$ cat src/pkg/cms_pkg.sv
// constants and types for the memory cycle sequencer
package cms_pkg;
	localparam int DATA_W = 32;
	localparam int ADDR_W = 32;
	localparam int REG_W = 4;
	localparam int LIST_W = 16;
	localparam logic [3:0] PC_REG = 4'hF;
	localparam logic [ADDR_W-1:0] OFS_PC8 = 32'h00000008;
	localparam logic [ADDR_W-1:0] OFS_PC12 = 32'h0000000C;
	localparam logic [ADDR_W-1:0] OFS_WORD = 32'h00000004;
	localparam logic [1:0] BOOTH_SHIFT = 2'h2;
	localparam logic [ADDR_W-1:0] RESET_PC = 32'h00000000;
	typedef enum logic [2:0] {
		OP_NONE,
		OP_MUL,
		OP_MLA,
		OP_LDR,
		OP_STR,
		OP_LDM
	} cms_op_type;
	typedef enum {
		ST_IDLE,
		ST_FIRST,
		ST_MULT,
		ST_XFER,
		ST_BLOCK,
		ST_FINAL,
		ST_REFILL1,
		ST_REFILL2
	} cms_state_type;
endpackage

$ cat src/design/cms_sequencer.sv
// cycle sequencer for multiply, single load/store and block load
// How it works
// - request and sequential hint are issued one cycle ahead of their cycle
// - first multiply cycle passes accumulator or zero into the result
// - first multiply cycle loads multiplier into Booth shifter and prefetches PC+8
// - later multiply cycles add, subtract or keep the multiplicand per Booth
// - iteration N uses multiplicand shifted by 2N or 2N+1
// - multiplier shifts right two bits; stop at zero, one more for borrow
// - multiply cycles after the first are internal; fetch PC+12 after M+1
// - multiply into the counter writes nothing to it
// - load cycle one computes address while prefetching PC+8
// - load cycle two reads data and updates base
// - load cycle three writes destination without a memory request
// - load that writes the counter refetches new address and plus four
// - aborted load read blocks base and destination writes
// - byte/word and translation only in single transfer cycle; else word
// - store writes data and base in cycle two; no third cycle unless the written-back base is the counter, which adds two refill cycles
// - store changes counter only as written-back base; abort blocks write-back
// - block load: address in cycle one, first word and base in two
// - later block cycles write previous word, fetch next, hold base latch
// - final cycle writes last word to its register; internal only for a one-register list, else it reads PC+12
// - abort in block load blocks later writes; final cycle restores base
// - block load with counter as base suppresses write-back
// - counter in list loads last and refills; abort leaves it unchanged
`timescale 1ns/10ps
`default_nettype none
module cms_sequencer (
	input wire logic clk,
	input wire logic srst,
	input wire logic start,
	input wire cms_pkg::cms_op_type opKind,
	input wire logic [31:0] pcIn,
	input wire logic [31:0] operandA,
	input wire logic [31:0] operandB,
	input wire logic [31:0] accumIn,
	input wire logic [31:0] baseIn,
	input wire logic [31:0] offsetIn,
	input wire logic offsetUp,
	input wire logic preIndex,
	input wire logic writeBack,
	input wire logic byteOp,
	input wire logic forceTrans,
	input wire logic [3:0] baseReg,
	input wire logic [3:0] destReg,
	input wire logic [15:0] regList,
	input wire logic [31:0] readData,
	input wire logic dataAbort,
	output logic busy,
	output logic [31:0] address,
	output logic memory_request_n,
	output logic next_cycle_follows,
	output logic writeCycle,
	output logic wordAccess,
	output logic instruction_fetch_n,
	output logic translate_n,
	output logic [31:0] writeData,
	output logic regWrite,
	output logic [3:0] regWriteAddr,
	output logic [31:0] regWriteData,
	output logic [31:0] productOut,
	output logic [31:0] baseLatch,
	output logic pipeFlush
);
	// ****************************************
	// state
	// ****************************************
	cms_pkg::cms_state_type state_q;
	cms_pkg::cms_op_type op_q;
	logic [31:0] pc_q, mcand_q, mplier_q, result_q, xferAddr_q, newBase_q, newPc_q;
	logic [31:0] held_q;
	logic [3:0] base_q, dest_q, heldReg_q;
	logic [15:0] list_q;
	logic [4:0] iter_q;
	logic borrow_q, wb_q, aborted_q, held_q_valid, pcLoad_q, pcWb_q, firstWord_q;
	logic [3:0] listIdx;
	logic listLast;
	logic [31:0] offsetAddr, booth2N, boothTerm;
	logic [1:0] boothBits;
	logic [32:0] boothRecode;
	logic mulDone;

	// lowest set register of the remaining list; counter is bit 15 so it goes last
	always_comb begin
		listIdx = 4'h0;
		for (int i = 15; i >= 0; i--) begin
			if (list_q[i]) begin
				listIdx = 4'(i);
			end
		end
	end
	assign listLast = ((list_q & (list_q - 16'h0001)) == 16'h0000);
	assign offsetAddr = offsetUp ? baseIn + offsetIn : baseIn - offsetIn;

	// ****************************************
	// booth recoding
	// ****************************************
	assign boothRecode = {mplier_q, borrow_q};
	assign boothBits = boothRecode[2:1];
	// done once shifter empties with no borrow left
	assign mulDone = ((mplier_q >> cms_pkg::BOOTH_SHIFT) == 32'h00000000) && !boothRecode[2];
	assign booth2N = mcand_q << {iter_q, 1'b0};
	always_comb begin
		boothTerm = 32'h00000000;
		unique case ({boothRecode[2:0]})
			3'h1, 3'h2: boothTerm = booth2N;
			3'h3: boothTerm = booth2N << 1;
			3'h4: boothTerm = -(booth2N << 1);
			3'h5, 3'h6: boothTerm = -booth2N;
			default: boothTerm = 32'h00000000;
		endcase
	end

	// ****************************************
	// sequence
	// ****************************************
	always_ff @(posedge clk) begin
		if (srst) begin
			state_q <= cms_pkg::ST_IDLE;
			op_q <= cms_pkg::OP_NONE;
			pc_q <= cms_pkg::RESET_PC;
			mcand_q <= 32'h00000000;
			mplier_q <= 32'h00000000;
			result_q <= 32'h00000000;
			xferAddr_q <= 32'h00000000;
			newBase_q <= 32'h00000000;
			newPc_q <= 32'h00000000;
			held_q <= 32'h00000000;
			base_q <= 4'h0;
			dest_q <= 4'h0;
			heldReg_q <= 4'h0;
			list_q <= 16'h0000;
			iter_q <= 5'h00;
			borrow_q <= 1'b0;
			wb_q <= 1'b0;
			aborted_q <= 1'b0;
			held_q_valid <= 1'b0;
			pcLoad_q <= 1'b0;
			pcWb_q <= 1'b0;
			firstWord_q <= 1'b0;
		end else begin
			unique case (state_q)
				cms_pkg::ST_IDLE: begin
					if (start && opKind != cms_pkg::OP_NONE) begin
						state_q <= cms_pkg::ST_FIRST;
						op_q <= opKind;
						pc_q <= pcIn;
						aborted_q <= 1'b0;
						held_q_valid <= 1'b0;
						pcLoad_q <= 1'b0;
						pcWb_q <= 1'b0;
						iter_q <= 5'h00;
						borrow_q <= 1'b0;
						base_q <= baseReg;
						dest_q <= destReg;
						list_q <= regList;
						wb_q <= writeBack && !(opKind == cms_pkg::OP_LDM && baseReg == cms_pkg::PC_REG);
						mplier_q <= operandA;
						mcand_q <= operandB;
						result_q <= (opKind == cms_pkg::OP_MLA) ? accumIn : 32'h00000000;
						xferAddr_q <= preIndex ? offsetAddr : baseIn;
						newBase_q <= offsetAddr;
					end
				end
				cms_pkg::ST_FIRST: begin
					if (op_q == cms_pkg::OP_MUL || op_q == cms_pkg::OP_MLA) begin
						state_q <= cms_pkg::ST_MULT;
					end else if (op_q == cms_pkg::OP_LDM) begin
						state_q <= cms_pkg::ST_BLOCK;
						firstWord_q <= 1'b1;
					end else begin
						state_q <= cms_pkg::ST_XFER;
					end
				end
				cms_pkg::ST_MULT: begin
					result_q <= result_q + boothTerm;
					mplier_q <= mplier_q >> cms_pkg::BOOTH_SHIFT;
					borrow_q <= boothRecode[2];
					iter_q <= iter_q + 5'h01;
					if ((mplier_q >> cms_pkg::BOOTH_SHIFT) == 32'h00000000
						&& !boothRecode[2]) begin
						state_q <= cms_pkg::ST_IDLE;
					end
				end
				cms_pkg::ST_XFER: begin
					aborted_q <= dataAbort;
					held_q <= readData;
					if (!dataAbort && wb_q && base_q == cms_pkg::PC_REG) begin
						pcWb_q <= 1'b1;
						newPc_q <= newBase_q;
					end
					if (op_q == cms_pkg::OP_LDR) begin
						state_q <= cms_pkg::ST_FINAL;
						if (!dataAbort && dest_q == cms_pkg::PC_REG) begin
							pcLoad_q <= 1'b1;
							newPc_q <= readData;
						end
					end else begin
						state_q <= (!dataAbort && wb_q && base_q == cms_pkg::PC_REG)
							? cms_pkg::ST_REFILL1 : cms_pkg::ST_IDLE;
					end
				end
				cms_pkg::ST_BLOCK: begin
					firstWord_q <= 1'b0;
					aborted_q <= aborted_q | dataAbort;
					held_q <= readData;
					heldReg_q <= listIdx;
					held_q_valid <= 1'b1;
					xferAddr_q <= xferAddr_q + cms_pkg::OFS_WORD;
					list_q <= list_q & ~(16'h0001 << listIdx);
					if (listIdx == cms_pkg::PC_REG && !(aborted_q | dataAbort)) begin
						pcLoad_q <= 1'b1;
						newPc_q <= readData;
					end
					if (listLast) begin
						state_q <= cms_pkg::ST_FINAL;
					end
				end
				cms_pkg::ST_FINAL: begin
					held_q_valid <= 1'b0;
					if (!aborted_q && (pcLoad_q || pcWb_q)) begin
						state_q <= cms_pkg::ST_REFILL1;
					end else begin
						state_q <= cms_pkg::ST_IDLE;
					end
				end
				cms_pkg::ST_REFILL1: begin
					state_q <= cms_pkg::ST_REFILL2;
				end
				cms_pkg::ST_REFILL2: begin
					state_q <= cms_pkg::ST_IDLE;
				end
			endcase
		end
	end

	// ****************************************
	// bus outputs, registered
	// ****************************************
	always_ff @(posedge clk) begin
		if (srst) begin
			busy <= 1'b0;
			address <= cms_pkg::RESET_PC;
			memory_request_n <= 1'b1;
			next_cycle_follows <= 1'b0;
			writeCycle <= 1'b0;
			wordAccess <= 1'b1;
			instruction_fetch_n <= 1'b1;
			translate_n <= 1'b1;
			writeData <= 32'h00000000;
		end else begin
			busy <= (state_q != cms_pkg::ST_IDLE) || start;
			wordAccess <= 1'b1;
			translate_n <= 1'b1;
			writeCycle <= 1'b0;
			instruction_fetch_n <= 1'b1;
			memory_request_n <= 1'b1;
			next_cycle_follows <= 1'b0;
			unique case (state_q)
				cms_pkg::ST_IDLE: begin
					if (start && opKind != cms_pkg::OP_NONE) begin
						address <= pcIn + cms_pkg::OFS_PC8;
						instruction_fetch_n <= 1'b0;
						memory_request_n <= (opKind == cms_pkg::OP_MUL
							|| opKind == cms_pkg::OP_MLA) ? 1'b1 : 1'b0;
					end
				end
				cms_pkg::ST_FIRST: begin
					if (op_q == cms_pkg::OP_MUL || op_q == cms_pkg::OP_MLA) begin
						address <= pc_q + cms_pkg::OFS_PC12;
						memory_request_n <= 1'b1;
					end else begin
						address <= xferAddr_q;
						wordAccess <= (op_q == cms_pkg::OP_LDM) ? 1'b1 : !byteOp;
						translate_n <= (op_q == cms_pkg::OP_LDM) ? 1'b1 : !forceTrans;
						writeCycle <= (op_q == cms_pkg::OP_STR);
						writeData <= operandA;
						memory_request_n <= (op_q == cms_pkg::OP_STR) ? 1'b0 : 1'b1;
						next_cycle_follows <= (op_q == cms_pkg::OP_LDM) && !listLast;
						memory_request_n <= (op_q == cms_pkg::OP_STR
							|| (op_q == cms_pkg::OP_LDM && !listLast)) ? 1'b0 : 1'b1;
					end
				end
				cms_pkg::ST_MULT: begin
					address <= pc_q + cms_pkg::OFS_PC12;
					if ((mplier_q >> cms_pkg::BOOTH_SHIFT) == 32'h00000000
						&& !boothRecode[2]) begin
						memory_request_n <= 1'b0;
						next_cycle_follows <= 1'b1;
					end
				end
				cms_pkg::ST_XFER, cms_pkg::ST_BLOCK: begin
					if (state_q == cms_pkg::ST_BLOCK && !listLast) begin
						address <= xferAddr_q + cms_pkg::OFS_WORD;
						memory_request_n <= 1'b0;
						next_cycle_follows <= 1'b1;
					end else if (state_q == cms_pkg::ST_XFER && op_q == cms_pkg::OP_STR) begin
						address <= (!dataAbort && wb_q && base_q == cms_pkg::PC_REG)
							? newBase_q : pc_q + cms_pkg::OFS_PC12;
						memory_request_n <= 1'b0;
						instruction_fetch_n <= 1'b0;
					end else begin
						address <= pc_q + cms_pkg::OFS_PC12;
						memory_request_n <= 1'b0;
						next_cycle_follows <= 1'b1;
					end
				end
				cms_pkg::ST_FINAL: begin
					address <= (!aborted_q && (pcLoad_q || pcWb_q)) ? newPc_q
						: pc_q + cms_pkg::OFS_PC12;
					instruction_fetch_n <= 1'b0;
					memory_request_n <= 1'b0;
					next_cycle_follows <= 1'b1;
				end
				cms_pkg::ST_REFILL1: begin
					address <= newPc_q + cms_pkg::OFS_WORD;
					instruction_fetch_n <= 1'b0;
					memory_request_n <= 1'b0;
					next_cycle_follows <= 1'b1;
				end
				cms_pkg::ST_REFILL2: begin
					address <= newPc_q + cms_pkg::OFS_PC8;
				end
			endcase
		end
	end

	// ****************************************
	// register file writes
	// ****************************************
	always_ff @(posedge clk) begin
		if (srst) begin
			regWrite <= 1'b0;
			regWriteAddr <= 4'h0;
			regWriteData <= 32'h00000000;
			productOut <= 32'h00000000;
			baseLatch <= 32'h00000000;
			pipeFlush <= 1'b0;
		end else begin
			regWrite <= 1'b0;
			pipeFlush <= 1'b0;
			unique case (state_q)
				cms_pkg::ST_MULT: begin
					productOut <= result_q + boothTerm;
					// no counter write
					// partial sums stay internal; only the final sum is written
					regWrite <= (dest_q != cms_pkg::PC_REG) && mulDone;
					regWriteAddr <= dest_q;
					regWriteData <= result_q + boothTerm;
				end
				cms_pkg::ST_XFER: begin
					regWrite <= wb_q && !dataAbort;
					regWriteAddr <= base_q;
					regWriteData <= newBase_q;
				end
				cms_pkg::ST_BLOCK: begin
					if (firstWord_q) begin
						regWrite <= wb_q && !dataAbort;
						regWriteAddr <= base_q;
						regWriteData <= newBase_q;
					end else begin
						regWrite <= held_q_valid && !aborted_q && heldReg_q != cms_pkg::PC_REG;
						regWriteAddr <= heldReg_q;
						regWriteData <= held_q;
					end
					baseLatch <= newBase_q;
				end
				cms_pkg::ST_FINAL: begin
					if (op_q == cms_pkg::OP_LDM && aborted_q) begin
						regWrite <= wb_q;
						regWriteAddr <= base_q;
						regWriteData <= baseLatch;
					end else begin
						regWrite <= !aborted_q && ((op_q == cms_pkg::OP_LDR) ? 1'b1
							: heldReg_q != cms_pkg::PC_REG);
						regWriteAddr <= (op_q == cms_pkg::OP_LDR) ? dest_q : heldReg_q;
						regWriteData <= held_q;
						pipeFlush <= !aborted_q && (pcLoad_q || pcWb_q);
					end
				end
				default: begin
				end
			endcase
		end
	end
endmodule
`default_nettype wire

$ cat config.mk
export PLATFORM = sky130hd
export DESIGN_NAME = cms_sequencer
export DESIGN_NICKNAME = d
export VERILOG_FILES = /design/src/pkg/cms_pkg.sv /design/src/design/cms_sequencer.sv
export SDC_FILE = /design/constraint.sdc
export NUM_CORES = 2
export LEC_CHECK = 0
export ABC_AREA = 1
export ABC_CLOCK_PERIOD_IN_PS = 4300
export BUFFER_PORTS_ARGS = -buffer_cell sky130_fd_sc_hd__buf_2
export CORE_UTILIZATION = 50
export CTS_CLUSTER_DIAMETER = 100
export CTS_CLUSTER_SIZE = 14
export DETAILED_ROUTE_END_ITERATION = 8
export PLACE_DENSITY = 0.75
export SLEW_MARGIN = 10
export SYNTH_ARGS = -nofsm -noshare
export SYNTH_HDL_FRONTEND = slang
export SYNTH_SLANG_ARGS = --single-unit
export TNS_END_PERCENT = 1
$ cat constraint.sdc
create_clock -name clk -period 4.3 [get_ports clk]
set_input_delay 0 -clock clk [delete_from_list [all_inputs] [get_ports clk]]
set_output_delay 0 -clock clk [all_outputs]
set_load 0.01 [all_outputs]
# ---- Word level (Yosys, flattened, before mapping)
# Index checks and enable logic that the tools add are counted.
dict set report word_totals {
  output_inout_bits 173
  regBits 504
  elab_cells 246
  input_bits 260
}
dict set report classes {
  n_addsub 12
  n_reduce_logical 62
  n_shift 2
  mux 88
  bitwise 7
  eq_ne 38
}
# operator n
set op_table {}
lappend op_table {{$mux 32} 21}
lappend op_table {{$pmux 32 s2} 4}
lappend op_table {{$pmux 32 s4} 2}
lappend op_table {{$pmux 32 s8} 1}
lappend op_table {{$pmux 32 s7} 1}
lappend op_table {{$eq 32x3->1 const B} 5}
lappend op_table {{$add 32x4->32 const B} 3}
lappend op_table {{$mux 4} 19}
lappend op_table {{$add 32x3->32 const B} 2}
lappend op_table {{$add 32x32->32} 2}
lappend op_table {{$eq 32x2->1 const B} 2}
lappend op_table {{$logic_not 32->1} 2}
lappend op_table {{$neg 32->32} 2}
lappend op_table {{$and 16x16->16} 2}
lappend op_table {{$eq 32x1->1 const B} 1}
lappend op_table {{$eq 32x4->1 const B} 1}
lappend op_table {{$pmux 16 s2} 1}
lappend op_table {{$reduce_bool 32->1} 1}
lappend op_table {{$shl 32x6->32} 1}
lappend op_table {{$sub 32x32->32} 1}
lappend op_table {{$mux 1} 20}
lappend op_table {{$eq 3x3->1 const B} 6}
lappend op_table {{$ne 2x2->1 const B} 9}
lappend op_table {{$logic_and 1x1->1} 17}
lappend op_table {{other kinds (30)} 83}

# ---- Longest topological paths before layout
dict set report logic_depth {
  ltp_word 20
  ltp_mapped 31
  mapped_depth_nobuf 30
}

# ---- Worst setup path before layout
# OpenSTA, ideal clock, no wires.
dict set report synth_path {
  path_kind {reg2reg}
  startpoint {reg iter_q[4]}
  endpoint {reg productOut[25]}
  t_arrival_ns 3.701
  slack_ns 0.467
  path_buffers 1
  synth_period_minus_slack_ns 3.833
  setup_time_ns 0.132
  required_time_ns 4.168
  path_stages_with_launch 25
  path_cell_list {dfxtp_1 -> nor2_4 -> clkbuf_1 -> nand2_1 -> ha_1 -> inv_1 -> nor2_4 -> nand4_1 -> nor2_1 -> xor2_1 -> a221oi_1 -> o21ai_0 -> ha_1 -> a21oi_1 -> inv_1 -> o21ai_0 -> o211ai_1 -> a21oi_1 -> inv_1 -> a21oi_1 -> o21ai_0 -> nand2_1 -> nand2_1 -> o21ai_0 -> a21oi_1}
}
dict set report synth_via {
  elab_chain_cells 4
  word_cells_on_any_way 5
  cone_classes {3 x add/sub; 1 x shift; 1 x mux}
}
# element line_no
set synth_rtl {}
lappend synth_rtl {{start, declared} cms_sequencer.sv:73} ;# logic [4:0] iter_q;
lappend synth_rtl {{start signal, assigned} cms_sequencer.sv:178} ;# iter_q <= iter_q + 5'h01;
lappend synth_rtl {{$shl 32x6->32 *} cms_sequencer.sv:101} ;# assign booth2N = mcand_q << {iter_q, 1'b0};
lappend synth_rtl {{$neg 32->32, on equally long branches} {cms_sequencer.sv:108, cms_sequencer.sv:107}}
lappend synth_rtl {{$pmux 32 s4 *} cms_sequencer.sv:104} ;# unique case ({boothRecode[2:0]})
lappend synth_rtl {{$add 32x32->32 *} cms_sequencer.sv:343} ;# productOut <= result_q + boothTerm;
lappend synth_rtl {{end signal, assigned} cms_sequencer.sv:343}
lappend synth_rtl {{end, declared} cms_sequencer.sv:60} ;# output logic [31:0] productOut,
# Every way passes the cells marked *; elsewhere a longest branch is shown, timed or not.
# A chain may end at the register's enable or synchronous reset.

# ---- Worst setup path in the final report
dict set report layout_path {
  startpoint {reg iter_q[0]}
  endpoint {reg regWriteData[27]}
}
dict set report layout_via {
  elab_chain_cells 5
  word_cells_on_any_way 6
  cone_classes {3 x add/sub; 1 x shift; 2 x mux}
}
# element line_no
set layout_rtl {}
lappend layout_rtl {{$shl 32x6->32 *} cms_sequencer.sv:101}
lappend layout_rtl {{$neg 32->32, on equally long branches} {cms_sequencer.sv:108, cms_sequencer.sv:107}}
lappend layout_rtl {{$pmux 32 s4 *} cms_sequencer.sv:104}
lappend layout_rtl {{$add 32x32->32 *} cms_sequencer.sv:348} ;# regWriteData <= result_q + boothTerm;
lappend layout_rtl {{$pmux 32 s4 *} cms_sequencer.sv:341} ;# unique case (state_q)
lappend layout_rtl {{end signal, assigned} cms_sequencer.sv:348}
lappend layout_rtl {{end signal, assigned} cms_sequencer.sv:353} ;# regWriteData <= newBase_q;
lappend layout_rtl {{end signal, assigned} cms_sequencer.sv:359} ;# regWriteData <= newBase_q;
lappend layout_rtl {{end, declared} cms_sequencer.sv:59} ;# output logic [31:0] regWriteData,
# Marked as above.

==> results.yml <==
clock_network:
  insertion_delay_ns: 0.62
  cts_buffers: 42
  clk_path_buf_depth: 3
  cts_sinks: 475
  cts_tree: "built"
  cts-htree-levels: 2
  clock-root-buffer: "sky130_fd_sc_hd__clkbuf_16"
  clk_pin_slew_ns: 0.07
placement:
  dp_hpwl_um: 108000
  port-buffer-count: 432
  gp_congestion: 1.06
  placement.setup.worst_slack_ns: -0.101
critical_path:
  worst_ep_required_time_ns: 4.84
  max_stage_delay_ns: 0.39
  crit_path_max_fanout: 25
  cp-end-kind: "register"
  worstSetupStartpointType: "register"
  timing.critical_path.slowest_stage_cell: "sky130_fd_sc_hd__ha_1"
  crit_path_frequent_cell: "sky130_fd_sc_hd__nand2_1"
  criticalPathCategory: "reg -> reg"
  critPathArrivalTime_ns: 4.72
detailed_routing:
  detailroute.via_count: 36922
  detail_route.wirelength.met1_um: 57400
  antenna_left: 0
  drc_errors: 0
  routed-wl-met3_um: 16000
  first_pass_iters: 7
  drt-wirelength-per-cell_um: 23.5
  routed_wirelength_um: 143000
  drtIter0Drc: 4723
  highest-signal-layer: "met5"
  vias_per_cell: 6.07
  met2WireLength_um: 61800
global_routing:
  largest_net_degree_at_the_start_of_global_routing: 109
  grt_util_all_layers_pct: 44.3
  antenna_found_initial: 14
  global_route_wire_length_before_repair_um: 211000
  grt_overflow_total: 0
  vias_in_the_first_global_route: 34342
timing:
  final_min_period_over_clock_period_pct: 97.1
  hold_viol_final: 0
  min_period_ns: 4.18
  finClkSkew_ns: 0.0374
  final_critical_path_setup_slack_ns: 0.124
  worst_pin_slew_ns: 1.26
  final-max-slew-violation-count: 0
  max_slew_margin_pct: 15.3
  report.final.setup_viol: 0
  setup-tns-final_ns: 0
  max_freq_mhz: 239
  fin_hold_ws_ns: 0.0632
  grt_setup_unrepaired: "true"
final_layout:
  number_of_nets_in_the_finished_design: 5608
  drive_gt1_share_pct: 15.5
  n_fill_cell: 5525
  flow.area_growth_from_synthesis_pct: 24.8
floorplanning:
  initial_utilization_pct: 50.5
  chip_width_um: 249
  design.die.area_mm2: 0.0618
  num_rows: 90
  die_h_um: 249
  top_level_ports: 433
  coreArea_mm2: 0.0602
logic_synthesis:
  mappedNetlistArea_mm2: 0.0304
  synthTopCellsByArea: "sky130_fd_sc_hd__dfxtp_1 (31%), sky130_fd_sc_hd__nand2_1 (12%), sky130_fd_sc_hd__a21oi_1 (7.2%)"
  synth_top_area_share_pct: 31.3
  yosys_warnings: 0
  asyncSetResetFlopFracSynth_pct: 0
  yosysUniqueCellTypes: 64
  synth_top_cell_by_area: "sky130_fd_sc_hd__dfxtp_1"
  number_of_flops_mapped_to_enable_cells_by_yosys: 0
  register_area_share_after_synthesis_pct: 31.3
  yosys_register_bits: 475
  synthesis.instances: 4633
  syn_nets: 4964
  postSynth.topFlopCell: "sky130_fd_sc_hd__dfxtp_1"
  syn_avg_cell_area_um2: 6.57
power:
  switching_fraction_of_total_power_pct: 44.5
  power.share.combinational_pct: 45.3
  share_clk_of_total_power_pct: 21.0
  power.density_mw_per_mm2: 474
  design_power_total_mw: 18.0
  power.sequential.fraction_pct: 33.7
  peakVddDrop_uv: 431
  leakage_nw: 16.4
  switching_power_mw: 8.01
  power_report.internal_total_mw: 9.97
min_path:
  hp-class: "in -> reg"
job:
  max-cap-violations: 0
status:
  run_status: "finished, final reports clean"
==> per-layer routing <==
layer / global-route usage, % / vias up
met1: 58.4 / 17194
li1: - / 17069
met2: 68.8 / 2216
met5: 0 / -
met4: 21.0 / 10
met3: 9.69 / 433
==> per-stage QoR <==
stage	instances	util, %	area, um2
global route	6076	63.0	37900
global placement	5772	56.4	34000
finish	6080	63.0	38000
CTS	6067	62.5	37600
detailed placement	5772	56.4	34000
floorplan	4633	-	30400
==> worst max-delay path: cells and delay by family (launching register included) <==
kind / cells / cell delay [ns]
buffers and inverters: 6 / 0.84
XOR/XNOR: 1 / 0.18
adder cells (fa/ha/maj): 1 / 0.39
AO/OA/AOI/OAI: 6 / 1.05
flip-flops: 1 / 0.37
AND/OR/NAND/NOR: 13 / 1.30
==> Yosys cell counts, types with 10 or more instances <==
master and count:
sky130_fd_sc_hd__nand3_2 11, sky130_fd_sc_hd__a31oi_1 92, sky130_fd_sc_hd__a21oi_1 435, sky130_fd_sc_hd__a221oi_1 26, sky130_fd_sc_hd__nor4_1 33, sky130_fd_sc_hd__o22ai_1 100
sky130_fd_sc_hd__nand2_2 14, sky130_fd_sc_hd__a22oi_1 23, sky130_fd_sc_hd__clkbuf_1 201, sky130_fd_sc_hd__o21ai_0 415, sky130_fd_sc_hd__buf_2 19, sky130_fd_sc_hd__inv_1 514
sky130_fd_sc_hd__dfxtp_1 475, sky130_fd_sc_hd__o221ai_1 35, sky130_fd_sc_hd__o21ai_2 11, sky130_fd_sc_hd__xor2_1 99, sky130_fd_sc_hd__o21ai_1 17, sky130_fd_sc_hd__o31ai_1 16
sky130_fd_sc_hd__o2111ai_1 20, sky130_fd_sc_hd__o211ai_1 57, sky130_fd_sc_hd__xnor2_1 39, sky130_fd_sc_hd__nand3_1 214, sky130_fd_sc_hd__nand2_1 959, sky130_fd_sc_hd__buf_1 10
sky130_fd_sc_hd__nand4_1 70, sky130_fd_sc_hd__nor2_1 398, sky130_fd_sc_hd__nor3_1 65, sky130_fd_sc_hd__a22o_1 30, sky130_fd_sc_hd__a2111oi_0 10, sky130_fd_sc_hd__inv_2 15
sky130_fd_sc_hd__ha_1 69, sky130_fd_sc_hd__nor2_2 14
==> layout by cell type, fill, tap and decap left out, drive strengths merged, types with 5 or more instances in the layout <==
cell type,count
o22ai,100
a211oi,8
a21oi,435
o31ai,16
o21ai,446
inv,531
diode,11
a41oi,7
nand3,225
o2111ai,20
a221oi,26
a31oi,92
nor4,33
dfxtp,475
a21boi,6
nor2,421
buf,604
nor3,72
o221ai,35
a22oi,23
a221o,8
nand3b,6
o211ai,57
dlygate4sd3,241
a22o,30
nand4,73
a21o,6
clkbuf,45
ha,69
nand2,974
o21a,5
clkinv,11
xnor2,39
a2111oi,10
xor2,99
or2,14
==> sequential cells by signal, summed over array words and instances, names as in the netlist, 5 cells and up <==
signal,flops
newBase_q,32
writeData,32
result_q,32
regWriteData,32
iter_q,5
productOut,32
newPc_q,32
xferAddr_q,32
address,32
mplier_q,32
mcand_q,32
pc_q,32
baseLatch,32
list_q,16
held_q,32
==> path summary, 6_finish.rpt <==
| path | cells past startpoint | start | endpoint | slack [ns] |
|---|---|---|---|---|
| hold / removal | 5 | offsetIn[20] | newBase_q[20] | 0.06 |
| setup / recovery | 27 | iter_q[0] | regWriteData[27] | 0.12 |
| setup reg to reg | 27 | iter_q[0] | regWriteData[27] | 0.12 |
| hold reg to reg | 2 | held_q[3] | held_q[3] | 0.46 |
==> area by class of cell <==
class                   instances  area [um2]  share of cell area [%]
flip-flops and latches        475        9510                    25.1
diodes                         11        27.5                  0.0725
clock buffers                  45        1080                    2.85
well taps                     782         978                    2.58
repair buffers                845        5950                    15.7
clock inverters                 9         163                   0.429
inverters                     537        2020                    5.32
multi-input cells            3376       18200                    48.0
==> power by group through the flow <==
stage	sequential [mW]	combinational, mW	clock (mW)
3_5_place_dp	6.07	7.46	0
5_1_grt	6.11	8.74	3.91
2_1_floorplan	5.90	4.47	0
6_report	6.06	8.14	3.78
3_3_place_gp	6.08	7.41	0
4_1_cts	5.99	7.72	3.76
==> cell families (layout without fill, tap and decap cells) <==
family / Yosys count / in the layout / share of synthesized area, %
other cells: 0 / 11 / 0
xor+xnor: 138 / 138 / 3.97
buf+inv: 782 / 1436 / 10.0
fa+ha+maj: 71 / 71 / 2.97
simple gates: 1824 / 1824 / 25.8
flops: 475 / 475 / 31.3
compound gates: 1343 / 1343 / 26.0
==> repair_timing <==
action,in CTS,in global routing
endpoints found under the setup margin,22,66
hold endpoints to repair,337,0
resized for setup,8,66
setup buffers,0,2
hold buffers,241,0
pin swaps,0,5
Note: power is estimated with default switching activity, not from simulation.
